[src/rtl/btc_defines.svh]
`ifndef BTC_DEFINES_SVH
`define BTC_DEFINES_SVH
// register byte offsets
`define BTC_CTRL_OFS      8'h00
`define BTC_CMPA_OFS      8'h04
`define BTC_CMPB_OFS      8'h08
`define BTC_STATUS_OFS    8'h0C
`define BTC_INT_STAT_OFS  8'h10
`define BTC_INT_MASK_OFS  8'h14
`define BTC_FIFO_OFS      8'h18
// control fields
`define BTC_CTRL_MODE_LSB 0
`define BTC_CTRL_MODE_MSB 3
`define BTC_CTRL_ARM_BIT  4
`define BTC_CTRL_DEN_BIT  5
`define BTC_CTRL_DVAL_BIT 6
`define BTC_CTRL_BRK_BIT  7
`define BTC_CTRL_TAG_BIT  8
`define BTC_CTRL_RST      9'h000
// status fields
`define BTC_ST_RUN_BIT    0
`define BTC_ST_ASEEN_BIT  1
`define BTC_ST_FULL_BIT   2
`define BTC_ST_EMPTY_BIT  3
`define BTC_ST_CNT_LSB    8
// interrupt fields
`define BTC_INT_TRIG_BIT  0
`define BTC_INT_DONE_BIT  1
`define BTC_INT_RST       2'h0
`define BTC_CMP_RST       16'h0000
// axi responses
`define BTC_RESP_OKAY     2'h0
`define BTC_RESP_SLVERR   2'h2
`endif

[src/rtl/btc_pkg.sv]
package btc_pkg;
   typedef enum logic [3:0] {
      BTC_A_ONLY       = 4'h0,
      BTC_A_OR_B       = 4'h1,
      BTC_A_THEN_B     = 4'h2,
      BTC_EVENT_B      = 4'h3,
      BTC_A_THEN_EVT_B = 4'h4,
      BTC_A_AND_DATA   = 4'h5,
      BTC_A_AND_NDATA  = 4'h6,
      BTC_INSIDE       = 4'h7,
      BTC_OUTSIDE      = 4'h8
   } btc_mode_t;

   function automatic logic btc_is_store(input logic [3:0] m);
      return (m == BTC_EVENT_B) || (m == BTC_A_THEN_EVT_B);
   endfunction : btc_is_store

   function automatic logic btc_is_full(input logic [3:0] m);
      return (m == BTC_A_AND_DATA) || (m == BTC_A_AND_NDATA);
   endfunction : btc_is_full
endpackage : btc_pkg

[src/rtl/btc_cmp.sv]
module btc_cmp #(
   parameter int ADDR_W = 16,
   parameter int DATA_W = 8
) (
   input  wire logic [ADDR_W-1:0] addr,
   input  wire logic [DATA_W-1:0] data,
   input  wire logic              rw,
   input  wire logic [ADDR_W-1:0] cmpa,
   input  wire logic [ADDR_W-1:0] cmpb,
   input  wire logic              dir_en,
   input  wire logic              dir_val,
   output logic                   a_match,
   output logic                   b_match,
   output logic                   d_match,
   output logic                   rw_ok,
   output logic                   ge_a,
   output logic                   le_b
);
   assign a_match = (addr == cmpa);
   assign b_match = (addr == cmpb);
   // only the low byte of comparator b meets the data bus
   assign d_match = (data == cmpb[DATA_W-1:0]);
   assign rw_ok   = !dir_en || (rw == dir_val);
   assign ge_a    = (addr >= cmpa);
   assign le_b    = (addr <= cmpb);
endmodule : btc_cmp

[src/rtl/btc_fifo.sv]
module btc_fifo #(
   parameter int DATA_W = 8,
   parameter int DEPTH  = 8,
   parameter int CNT_W  = $clog2(DEPTH+1)
) (
   input  wire logic              clk,
   input  wire logic              sys_rst,
   input  wire logic              flush,
   input  wire logic              push,
   input  wire logic [DATA_W-1:0] wdata,
   input  wire logic              pop,
   output logic [DATA_W-1:0]      rdata,
   output logic                   full,
   output logic                   empty,
   output logic [CNT_W-1:0]       count
);
   localparam int PTR_W = (DEPTH > 1) ? $clog2(DEPTH) : 1;
   logic [DATA_W-1:0] mem [DEPTH];
   logic [PTR_W-1:0]  wp_reg;
   logic [PTR_W-1:0]  rp_reg;
   logic [CNT_W-1:0]  cnt_reg;
   logic              do_push;
   logic              do_pop;

   assign do_push = push && !full;
   assign do_pop  = pop && !empty;
   assign full    = (cnt_reg == CNT_W'(DEPTH));
   assign empty   = (cnt_reg == '0);
   assign count   = cnt_reg;
   assign rdata   = mem[rp_reg];

   always_ff @(posedge clk) begin
      if (do_push) begin
         mem[wp_reg] <= wdata;
      end
   end

   always_ff @(posedge clk or posedge sys_rst) begin
      if (sys_rst) begin
         wp_reg  <= '0;
         rp_reg  <= '0;
         cnt_reg <= '0;
      end else if (flush) begin
         wp_reg  <= '0;
         rp_reg  <= '0;
         cnt_reg <= '0;
      end else begin
         if (do_push) begin
            wp_reg <= (wp_reg == PTR_W'(DEPTH-1)) ? '0 : wp_reg + 1'b1;
         end
         if (do_pop) begin
            rp_reg <= (rp_reg == PTR_W'(DEPTH-1)) ? '0 : rp_reg + 1'b1;
         end
         cnt_reg <= cnt_reg + CNT_W'(do_push) - CNT_W'(do_pop);
      end
   end
endmodule : btc_fifo

[src/rtl/btc_trigger.sv]
// Summary of operation
// - a-only mode triggers on address equal a
// - either mode triggers on a or b
// - b match triggers only after earlier a
// - full mode: address a, data b low, direction
// - not-data mode: address a, data differs, direction
// - tag break in full mode uses a only
// - event-b mode captures data on each b
// - after a, every b match captures data
// - storing modes end run when fifo full
// - inside range: a <= address <= b
// - outside range: address < a or > b
`include "btc_defines.svh"
module btc_trigger
   import btc_pkg::*;
#(
   parameter int ADDR_W     = 16,
   parameter int DATA_W     = 8,
   parameter int FIFO_DEPTH = 8
) (
   input  wire logic              clk,
   input  wire logic              sys_rst,
   input  wire logic              bus_valid,
   input  wire logic [ADDR_W-1:0] bus_addr,
   input  wire logic [DATA_W-1:0] bus_data,
   input  wire logic              bus_rw,
   output logic                   trig_pulse,
   output logic                   cpu_force_req,
   output logic                   cpu_tag_req,
   output logic                   run_active,
   output logic                   irq,
   input  wire logic [7:0]        s_axi_awaddr,
   input  wire logic              s_axi_awvalid,
   output logic                   s_axi_awready,
   input  wire logic [31:0]       s_axi_wdata,
   input  wire logic [3:0]        s_axi_wstrb,
   input  wire logic              s_axi_wvalid,
   output logic                   s_axi_wready,
   output logic [1:0]             s_axi_bresp,
   output logic                   s_axi_bvalid,
   input  wire logic              s_axi_bready,
   input  wire logic [7:0]        s_axi_araddr,
   input  wire logic              s_axi_arvalid,
   output logic                   s_axi_arready,
   output logic [31:0]            s_axi_rdata,
   output logic [1:0]             s_axi_rresp,
   output logic                   s_axi_rvalid,
   input  wire logic              s_axi_rready
);
   localparam int CNT_W = $clog2(FIFO_DEPTH+1);

   logic [8:0]        ctrl_reg;
   logic [ADDR_W-1:0] cmpa_reg;
   logic [ADDR_W-1:0] cmpb_reg;
   logic [1:0]        int_stat_reg;
   logic [1:0]        int_mask_reg;
   logic              run_reg;
   logic              a_seen_reg;
   logic              trig_reg;
   logic              force_reg;
   logic              tag_reg;
   logic              irq_reg;
   logic [7:0]        awaddr_reg;
   logic              aw_hold_reg;
   logic [31:0]       wdata_reg;
   logic [3:0]        wstrb_reg;
   logic              w_hold_reg;
   logic              awready_reg;
   logic              wready_reg;
   logic              bvalid_reg;
   logic [1:0]        bresp_reg;
   logic              arready_reg;
   logic              rvalid_reg;
   logic [1:0]        rresp_reg;
   logic [31:0]       rdata_reg;

   logic [3:0]        mode;
   logic              a_m;
   logic              b_m;
   logic              d_m;
   logic              rw_ok;
   logic              ge_a;
   logic              le_b;
   logic              hit;
   logic              live;
   logic              wr_go;
   logic              rd_go;
   logic              arm_go;
   logic              push;
   logic              pop;
   logic [DATA_W-1:0] fifo_rdata;
   logic              fifo_full;
   logic              fifo_empty;
   logic [CNT_W-1:0]  fifo_count;
   logic [1:0]        ev_set;
   logic [31:0]       wmask;

   assign mode = ctrl_reg[`BTC_CTRL_MODE_MSB:`BTC_CTRL_MODE_LSB];
   assign live = run_reg && bus_valid;

   btc_cmp #(
      .ADDR_W (ADDR_W),
      .DATA_W (DATA_W)
   ) u_cmp (
      .addr    (bus_addr),
      .data    (bus_data),
      .rw      (bus_rw),
      .cmpa    (cmpa_reg),
      .cmpb    (cmpb_reg),
      .dir_en  (ctrl_reg[`BTC_CTRL_DEN_BIT]),
      .dir_val (ctrl_reg[`BTC_CTRL_DVAL_BIT]),
      .a_match (a_m),
      .b_match (b_m),
      .d_match (d_m),
      .rw_ok   (rw_ok),
      .ge_a    (ge_a),
      .le_b    (le_b)
   );

   always_comb begin
      case (mode)
         BTC_A_ONLY:       hit = a_m;
         BTC_A_OR_B:       hit = a_m || b_m;
         BTC_A_THEN_B:     hit = b_m && a_seen_reg;
         BTC_A_AND_DATA:   hit = a_m && d_m && rw_ok;
         BTC_A_AND_NDATA:  hit = a_m && !d_m && rw_ok;
         BTC_EVENT_B:      hit = b_m;
         BTC_A_THEN_EVT_B: hit = b_m && a_seen_reg;
         BTC_INSIDE:       hit = ge_a && le_b;
         BTC_OUTSIDE:      hit = !ge_a || !le_b;
         default:          hit = 1'b0;
      endcase
   end

   // a full fifo blocks further pushes, so no captured byte is overwritten
   assign push = live && hit && btc_is_store(mode) && !fifo_full;

   btc_fifo #(
      .DATA_W (DATA_W),
      .DEPTH  (FIFO_DEPTH),
      .CNT_W  (CNT_W)
   ) u_fifo (
      .clk     (clk),
      .sys_rst (sys_rst),
      .flush   (arm_go),
      .push    (push),
      .wdata   (bus_data),
      .pop     (pop),
      .rdata   (fifo_rdata),
      .full    (fifo_full),
      .empty   (fifo_empty),
      .count   (fifo_count)
   );

   // a-match memory: set by an earlier cycle only, cleared when re-armed
   always_ff @(posedge clk or posedge sys_rst) begin
      if (sys_rst) begin
         a_seen_reg <= 1'b0;
      end else if (arm_go) begin
         a_seen_reg <= 1'b0;
      end else if (live && a_m) begin
         a_seen_reg <= 1'b1;
      end
   end

   // run control: storing modes stop on a full fifo, the others on the first trigger
   always_ff @(posedge clk or posedge sys_rst) begin
      if (sys_rst) begin
         run_reg <= 1'b0;
      end else if (arm_go) begin
         run_reg <= 1'b1;
      end else if (run_reg && btc_is_store(mode)) begin
         if (fifo_full) begin
            run_reg <= 1'b0;
         end
      end else if (live && hit) begin
         run_reg <= 1'b0;
      end
   end

   always_ff @(posedge clk or posedge sys_rst) begin
      if (sys_rst) begin
         trig_reg  <= 1'b0;
         force_reg <= 1'b0;
         tag_reg   <= 1'b0;
      end else begin
         trig_reg  <= live && hit;
         force_reg <= live && hit && ctrl_reg[`BTC_CTRL_BRK_BIT] && !ctrl_reg[`BTC_CTRL_TAG_BIT];
         if (live && ctrl_reg[`BTC_CTRL_BRK_BIT] && ctrl_reg[`BTC_CTRL_TAG_BIT]) begin
            // data comparison plays no part in a tag request
            tag_reg <= btc_is_full(mode) ? a_m : hit;
         end else begin
            tag_reg <= 1'b0;
         end
      end
   end

   assign ev_set[`BTC_INT_TRIG_BIT] = live && hit;
   assign ev_set[`BTC_INT_DONE_BIT] = run_reg && btc_is_store(mode) && fifo_full;

   // byte-enable mask for writes
   always_comb begin
      for (int i = 0; i < 4; i++) begin
         wmask[i*8 +: 8] = {8{wstrb_reg[i]}};
      end
   end

   assign wr_go  = aw_hold_reg && w_hold_reg && !bvalid_reg;
   assign arm_go = wr_go && (awaddr_reg == `BTC_CTRL_OFS) && wstrb_reg[0]
                   && wdata_reg[`BTC_CTRL_ARM_BIT];

   // write address and data are taken independently, in either order
   always_ff @(posedge clk or posedge sys_rst) begin
      if (sys_rst) begin
         awready_reg <= 1'b0;
         aw_hold_reg <= 1'b0;
         awaddr_reg  <= 8'h00;
      end else begin
         awready_reg <= 1'b0;
         if (wr_go) begin
            aw_hold_reg <= 1'b0;
         end else if (s_axi_awvalid && awready_reg) begin
            aw_hold_reg <= 1'b1;
            awaddr_reg  <= s_axi_awaddr;
         end else if (s_axi_awvalid && !aw_hold_reg && !bvalid_reg) begin
            awready_reg <= 1'b1;
         end
      end
   end

   always_ff @(posedge clk or posedge sys_rst) begin
      if (sys_rst) begin
         wready_reg <= 1'b0;
         w_hold_reg <= 1'b0;
         wdata_reg  <= 32'h0000_0000;
         wstrb_reg  <= 4'h0;
      end else begin
         wready_reg <= 1'b0;
         if (wr_go) begin
            w_hold_reg <= 1'b0;
         end else if (s_axi_wvalid && wready_reg) begin
            w_hold_reg <= 1'b1;
            wdata_reg  <= s_axi_wdata;
            wstrb_reg  <= s_axi_wstrb;
         end else if (s_axi_wvalid && !w_hold_reg && !bvalid_reg) begin
            wready_reg <= 1'b1;
         end
      end
   end

   always_ff @(posedge clk or posedge sys_rst) begin
      if (sys_rst) begin
         bvalid_reg <= 1'b0;
         bresp_reg  <= `BTC_RESP_OKAY;
      end else if (wr_go) begin
         bvalid_reg <= 1'b1;
         if (awaddr_reg == `BTC_CTRL_OFS || awaddr_reg == `BTC_CMPA_OFS ||
             awaddr_reg == `BTC_CMPB_OFS || awaddr_reg == `BTC_INT_STAT_OFS ||
             awaddr_reg == `BTC_INT_MASK_OFS) begin
            bresp_reg <= `BTC_RESP_OKAY;
         end else begin
            bresp_reg <= `BTC_RESP_SLVERR;
         end
      end else if (s_axi_bready) begin
         bvalid_reg <= 1'b0;
      end
   end

   // configuration registers; the arm bit is a strobe and is not stored
   always_ff @(posedge clk or posedge sys_rst) begin
      if (sys_rst) begin
         ctrl_reg     <= `BTC_CTRL_RST;
         cmpa_reg     <= `BTC_CMP_RST;
         cmpb_reg     <= `BTC_CMP_RST;
         int_mask_reg <= `BTC_INT_RST;
      end else if (wr_go) begin
         if (awaddr_reg == `BTC_CTRL_OFS) begin
            ctrl_reg <= 9'((ctrl_reg & ~wmask[8:0]) | (wdata_reg[8:0] & wmask[8:0]))
                        & ~(9'h001 << `BTC_CTRL_ARM_BIT);
         end else if (awaddr_reg == `BTC_CMPA_OFS) begin
            cmpa_reg <= (cmpa_reg & ~wmask[ADDR_W-1:0]) | (wdata_reg[ADDR_W-1:0] & wmask[ADDR_W-1:0]);
         end else if (awaddr_reg == `BTC_CMPB_OFS) begin
            cmpb_reg <= (cmpb_reg & ~wmask[ADDR_W-1:0]) | (wdata_reg[ADDR_W-1:0] & wmask[ADDR_W-1:0]);
         end else if (awaddr_reg == `BTC_INT_MASK_OFS && wstrb_reg[0]) begin
            int_mask_reg <= wdata_reg[1:0];
         end
      end
   end

   // sticky events, write one to clear; a new event wins over the clear
   always_ff @(posedge clk or posedge sys_rst) begin
      if (sys_rst) begin
         int_stat_reg <= `BTC_INT_RST;
      end else if (wr_go && awaddr_reg == `BTC_INT_STAT_OFS && wstrb_reg[0]) begin
         int_stat_reg <= (int_stat_reg & ~wdata_reg[1:0]) | ev_set;
      end else begin
         int_stat_reg <= int_stat_reg | ev_set;
      end
   end

   always_ff @(posedge clk or posedge sys_rst) begin
      if (sys_rst) begin
         irq_reg <= 1'b0;
      end else begin
         irq_reg <= |(int_stat_reg & int_mask_reg);
      end
   end

   // read channel; a read of the fifo word pops one captured byte
   assign rd_go = s_axi_arvalid && arready_reg;
   assign pop   = rd_go && (s_axi_araddr == `BTC_FIFO_OFS);

   always_ff @(posedge clk or posedge sys_rst) begin
      if (sys_rst) begin
         arready_reg <= 1'b0;
         rvalid_reg  <= 1'b0;
         rresp_reg   <= `BTC_RESP_OKAY;
         rdata_reg   <= 32'h0000_0000;
      end else begin
         arready_reg <= 1'b0;
         if (rd_go) begin
            rvalid_reg <= 1'b1;
            rresp_reg  <= `BTC_RESP_OKAY;
            rdata_reg  <= 32'h0000_0000;
            if (s_axi_araddr == `BTC_CTRL_OFS) begin
               rdata_reg[8:0] <= ctrl_reg;
            end else if (s_axi_araddr == `BTC_CMPA_OFS) begin
               rdata_reg[ADDR_W-1:0] <= cmpa_reg;
            end else if (s_axi_araddr == `BTC_CMPB_OFS) begin
               rdata_reg[ADDR_W-1:0] <= cmpb_reg;
            end else if (s_axi_araddr == `BTC_STATUS_OFS) begin
               rdata_reg[`BTC_ST_RUN_BIT]   <= run_reg;
               rdata_reg[`BTC_ST_ASEEN_BIT] <= a_seen_reg;
               rdata_reg[`BTC_ST_FULL_BIT]  <= fifo_full;
               rdata_reg[`BTC_ST_EMPTY_BIT] <= fifo_empty;
               rdata_reg[`BTC_ST_CNT_LSB +: CNT_W] <= fifo_count;
            end else if (s_axi_araddr == `BTC_INT_STAT_OFS) begin
               rdata_reg[1:0] <= int_stat_reg;
            end else if (s_axi_araddr == `BTC_INT_MASK_OFS) begin
               rdata_reg[1:0] <= int_mask_reg;
            end else if (s_axi_araddr == `BTC_FIFO_OFS) begin
               rdata_reg[DATA_W-1:0] <= fifo_empty ? '0 : fifo_rdata;
            end else begin
               rresp_reg <= `BTC_RESP_SLVERR;
            end
         end else if (rvalid_reg && s_axi_rready) begin
            rvalid_reg <= 1'b0;
         end else if (s_axi_arvalid && !rvalid_reg) begin
            arready_reg <= 1'b1;
         end
      end
   end

   assign trig_pulse    = trig_reg;
   assign cpu_force_req = force_reg;
   assign cpu_tag_req   = tag_reg;
   assign run_active    = run_reg;
   assign irq           = irq_reg;
   assign s_axi_awready = awready_reg;
   assign s_axi_wready  = wready_reg;
   assign s_axi_bvalid  = bvalid_reg;
   assign s_axi_bresp   = bresp_reg;
   assign s_axi_arready = arready_reg;
   assign s_axi_rvalid  = rvalid_reg;
   assign s_axi_rresp   = rresp_reg;
   assign s_axi_rdata   = rdata_reg;
endmodule : btc_trigger

[config.mk]
export PLATFORM = sky130hd
export DESIGN_NAME = btc_trigger
export DESIGN_NICKNAME = d
export VERILOG_FILES = /design/src/rtl/btc_pkg.sv /design/src/rtl/btc_cmp.sv /design/src/rtl/btc_fifo.sv /design/src/rtl/btc_trigger.sv
export VERILOG_INCLUDE_DIRS = /design/src /design/src/rtl
export SDC_FILE = /design/constraint.sdc
export NUM_CORES = 1
export LEC_CHECK = 0
export ABC_AREA = 1
export BUFFER_PORTS_ARGS = -buffer_cell sky130_fd_sc_hd__buf_2
export CORE_AREA = 2 2 156 158
export CTS_CLUSTER_SIZE = 16
export DETAILED_ROUTE_END_ITERATION = 10
export DIE_AREA = 0 0 158 160
export PLACE_DENSITY = 0.71
export SYNTH_ARGS = -nofsm -noshare
export SYNTH_HDL_FRONTEND = slang
export SYNTH_HIERARCHICAL = 1
export SYNTH_SLANG_ARGS = --single-unit
[constraint.sdc]
create_clock -name clk -period 3.6 [get_ports clk]
set_input_delay 0 -clock clk [delete_from_list [all_inputs] [get_ports clk]]
set_output_delay 0 -clock clk [all_outputs]
set_load 0.05 [all_outputs]
# After elaboration in Yosys (flattened, before gate mapping)
# Memories as Yosys holds them, arrays and structs flattened.
# Cells that the tools add are included.
[word_totals]
ramBits = 64
mem_count = 1
ff_bits = 113
elab_cells = 215
out_inout_bits = 46
[classes]
n_eq_ne = 26
addsub = 4
mux = 58
bitwise_logic = 19
magnitude_cmp = 2
reduce_logical = 78
[memory_table]
columns = ["memory", "depth", "width", "read_ports", "rd_ports_with_merged_regs", "write_ports", "line", "source"]
rows = [
  ["u_fifo.mem", 8, 8, 1, 0, 1, "btc_fifo.sv:18", "logic [DATA_W-1:0] mem [DEPTH];"],
]
[op_table]
columns = ["cell", "n"]
rows = [
  ["16-bit bitwise AND", 3],
  ["8-bit by 5-bit == test with 1-bit output, second input constant", 5],
  ["1-bit logical AND", 37],
  ["16-bit == test", 2],
  ["16-bit bitwise OR", 2],
  ["1-bit 2-to-1 mux", 27],
  ["8-bit by 4-bit == test with 1-bit output, second input constant", 3],
  ["2-bit 2-to-1 mux", 11],
  ["4-bit 2-to-1 mux", 5],
  ["9-bit bitwise AND", 2],
  ["3-bit 2-to-1 mux", 6],
  ["4-bit by 3-bit == test with 1-bit output, second input constant", 4],
  ["8-bit by 3-bit == test with 1-bit output, second input constant", 2],
  ["16-bit >= comparator", 1],
  ["16-bit less-or-equal comparator", 1],
  ["8-bit zero test", 2],
  ["16-bit 2-to-1 mux", 1],
  ["8-bit 2-to-1 mux", 2],
  ["16-bit NOT", 1],
  ["2-bit nonzero test", 7],
  ["12-bit 2-to-1 mux", 1],
  ["6-bit 2-to-1 mux", 2],
  ["1-bit zero test", 11],
  ["1-bit logical OR", 9],
  ["other kinds (26)", 40],
]

# Depth between registers and ports, before layout
[depth]
ltp_word = 12
depth_mapped = 29

# By module
# Netlist, hierarchy kept.
[by_module_without_submodules]
columns = ["module", "instances", "area_each_um2", "seq_area_each_um2", "cells_each"]
rows = [
  ["btc_trigger", 1, 4809.6, 2527.4, 561],
  ["btc_fifo", 1, 3527.1, 2172.1, 366],
  ["btc_cmp", 1, 1006.0, 0.0, 166],
]

# Least setup slack after synthesis
# OpenSTA, ideal clock, no wires.
[synth_path]
path_kind = "reg-to-reg"
startpoint = "reg with a tool-made name"
endpoint = "reg u_fifo.cnt_reg[2], in the netlist u_fifo/count[2]"
path_slack_ps = 267
required_ps = 3469
synth_period_minus_slack_ps = 3333
arrival_time_ps = 3202
n_path_buf = 1
path_stages_with_launch = 24
cell_sequence = "dfrtp_1 inv_1 ha_1 nand2_1 nor2_2 nor3b_4 nand4_1 nand2_1 nand2_1 nor2_1 nand2_1 nand2_1 nor2_1 nand3_1 nand3_1 nor2_1 nand2_1 buf_4 ha_1 inv_1 ha_1 fa_1 xnor2_1 nor2_1"
[synth_lines]
columns = ["element", "line", "source"]
rows = [
  ["to (signal assigned)", "btc_fifo.sv:54", "cnt_reg <= cnt_reg + CNT_W'(do_push) - CNT_W'(do_pop);"],
  ["to (decl)", "btc_fifo.sv:21", "logic [CNT_W-1:0] cnt_reg;"],
]

==> impl_metrics.json <==
{
  "outcome": "complete, no violations",
  "path_cells": "inv_1 > ha_1 > nand2_1 > nor2_2 > nor3b_4 > nand4_1 > nand2_1 > nand2_1 > nor2_1 > nand2_1 > nand2_1 > nor2_1 > nand3_1 > nand3_2 > nor2_4 > nand2_2 > ha_1 > inv_1 > ha_1 > fa_1 > xnor2_1 > nor2_1",
  "cts.clk_slew.worst_paths_ns": 0.07,
  "place_hpwl_mm": 16.3,
  "wirelength_mm": 22.3,
  "grt_overflow": 0,
  "synth_edf_count": 64,
  "powerDensity_nw_per_um2": 490,
  "antenna_found_initial": 0,
  "coreArea_um2": 23800,
  "grt_pass1_wl_mm": 36.0,
  "die_area_um2": 25300,
  "drive_above_1_share": 0.172,
  "path_max_fanout": 3,
  "htreeDepth": 4,
  "crit_family": "simple AND/OR/NAND/NOR gates",
  "nNetsFinal": 1368,
  "setup_viol": 0,
  "tns_ns": 0,
  "initial_utilization": 0.392,
  "yosys_warnings": 6,
  "cts.sinks": 175,
  "max_stage_delay_ns": 0.38,
  "fin_crit_ns": 3.32,
  "post_drt_wl_per_cell_um": 14.1,
  "grt.total_usage": 0.182,
  "p_leak_uw": 0.00558,
  "cts_tree": "built",
  "diodes": 0,
  "clock_tree.root_cell": "clkbuf_16",
  "start_kind": "flop",
  "finalCritPeriodShare": 0.923,
  "cp_slowest_cell": "fa_1",
  "crit_buf_inv": 2,
  "synth_common_cells": "309 x nand2_1, 183 x inv_1, 111 x dfrtp_1, 70 x nand3_1, 64 x edfxtp_1",
  "synth.top_cell.area_share": 0.297,
  "power_uw": 5470,
  "rows": 57,
  "fmax_mhz": 301,
  "gp_congestion": 0.861,
  "grt_pass1_vias": 7229,
  "cpMostUsedCell": "nand2_1",
  "yosysMostFrequentCell": "nand2_1",
  "drc": 0,
  "synth_seq_cells": 175,
  "max_cap_violations": 0,
  "synth_cell_type_count": 42,
  "async_reset_ff_frac": 0.634,
  "cts_buffers": 17,
  "viasPerCell": 4.77,
  "die_y_um": 160,
  "yosysTopAreaCell": "dfrtp_1",
  "areaGrowthSynthToFinish_pct": 19.6,
  "clock_path_buffers": 2,
  "rsz0062_at_grt": "false",
  "yosysSeqAreaShare": 0.503,
  "drt_iter0_markers": 600,
  "ant_nets": 0,
  "synthTopCellsByArea": "dfrtp_1 30%, edfxtp_1 21%, nand2_1 12%",
  "finalClockSkew_ns": 0.0147,
  "port_buffers": 94,
  "grt_max_degree": 55,
  "drtPass1Iterations": 5,
  "synth_flop_cell": "dfrtp_1",
  "crit_type": "reg2reg",
  "clk_latency_ns": 0.44,
  "critPathCaptureType": "flop",
  "finalHoldViolCount": 0,
  "dr_total_vias": 7520,
  "io_pins": 131,
  "worstHoldPathType": "in2async",
  "critPathRequiredTime_ns": 3.92,
  "die_w_um": 158,
  "syn-cell-area_um2": 9340,
  "ir_drop_uv": 406,
  "syn_area_per_cell_um2": 8.55,
  "cp.arrival_ns": 3.64,
  "postSynthCellCount": 1093,
  "timing.slew.headroom": 0.508,
  "worstMarginPinSlew_ns": 0.737,
  "maxSlewViolCount": 0
}
-- per-layer routing --
layer | up-vias | global-route usage | part of all wire
met2 | 192 | 0.316 | 0.50
met1 | 3565 | 0.234 | 0.44
li1 | 3733 | - | -
met3 | 30 | 0.0274 | 0.042
met5 | - | 0 | 0
met4 | 0 | 0.0590 | 0.018
-- power by group --
part	switching, uW	internal (uW)
clock	895	1080
combinational	720	338
sequential	151	2290
total	1770	3700
-- placed cells by master, fill, tap and decap left out, types with 2 or more instances in the layout --
cell	Yosys	layout
mux2_2	5	5
nand3_2	4	5
o21ai_0	38	38
bufinv_16	0	2
xnor2_1	7	7
nor3_1	15	14
edfxtp_1	64	64
clkinv_8	0	3
conb_1	1	18
a21oi_1	47	47
ha_1	42	42
inv_8	0	7
buf_2	8	94
nand2_1	309	308
buf_4	25	21
nor2_4	1	2
inv_2	10	10
nor3_2	2	3
nand3_1	70	69
inv_1	183	182
nor2_2	6	6
or2_2	5	5
dfrtp_1	111	110
dlygate4sd3_1	0	41
a22o_1	5	5
nand3b_1	3	3
nand2_2	6	7
clkbuf_16	0	17
o21ai_2	16	16
inv_4	2	3
o21ai_1	15	15
nand4_1	16	16
clkinv_4	0	2
nor2_1	53	52
-- worst paths after layout --
check	slack (ns)	depth (start not counted)	endpoint	startpoint
max reg2reg	0.28	22	u_fifo/count[2]	flop
max	0.28	22	u_fifo/count[2]	flop
max in group asynchronous	2.52	4	cpu_tag_req	sys_rst
min reg2reg	0.47	1	s_axi_wready	w_hold_reg
min	0.14	3	u_fifo/count[3]	sys_rst
min in group clk	0.16	5	s_axi_rresp[1]	s_axi_araddr[3]
-- worst register-to-register path, cell delays in order (launching register included) --
cell	delay (ns)
dfrtp_1	0.37
inv_1	0.05
ha_1	0.29
nand2_1	0.07
nor2_2	0.13
nor3b_4	0.26
nand4_1	0.12
nand2_1	0.09
nand2_1	0.06
nor2_1	0.08
nand2_1	0.05
nand2_1	0.06
nor2_1	0.04
nand3_1	0.10
nand3_2	0.11
nor2_4	0.16
nand2_2	0.07
ha_1	0.27
inv_1	0.04
ha_1	0.20
fa_1	0.38
xnor2_1	0.16
nor2_1	0.05
-- timing repair --
action                                  CTS  global route
endpoints found under the setup margin    0             2
hold endpoints to repair                161             0
gates resized for setup                   0             6
buffers inserted                          0             2
hold buffers                             41             0
-- cell type report --
type                    count  area (um^2)
clock inverters            15          214
well taps                 324          405
repair buffers            156         1040
fillers                  2259        12600
flip-flops and latches    175         4700
clock buffers              17          425
inverters                 195          739
multi-input cells         695         3650
-- cells by family after synthesis --
group / share of synthesized area
XOR/XNOR: 0.00750
adder cells (fa/ha/maj): 0.0584
other: 0.000401
flip-flops: 0.503
AO/OA/AOI/OAI: 0.0774
AND/OR/NAND/NOR: 0.232
multiplexers: 0.00603
buffers and inverters: 0.115
-- through the flow --
step	cells	hold slack [ns]	util	worst slack (ns)	area (um^2)
CTS	1575	0.134	0.468	0.158	11100
global placement	1502	0.0365	0.423	0.233	10100
finish	1577	0.137	0.469	0.276	11200
detailed placement	1502	0.0451	0.423	0.195	10100
floorplan	1110	-0.160	-	0.267	9410
global route	1577	0.172	0.469	0.0118	11200
No activity file was read; power rests on OpenSTA's default activity.
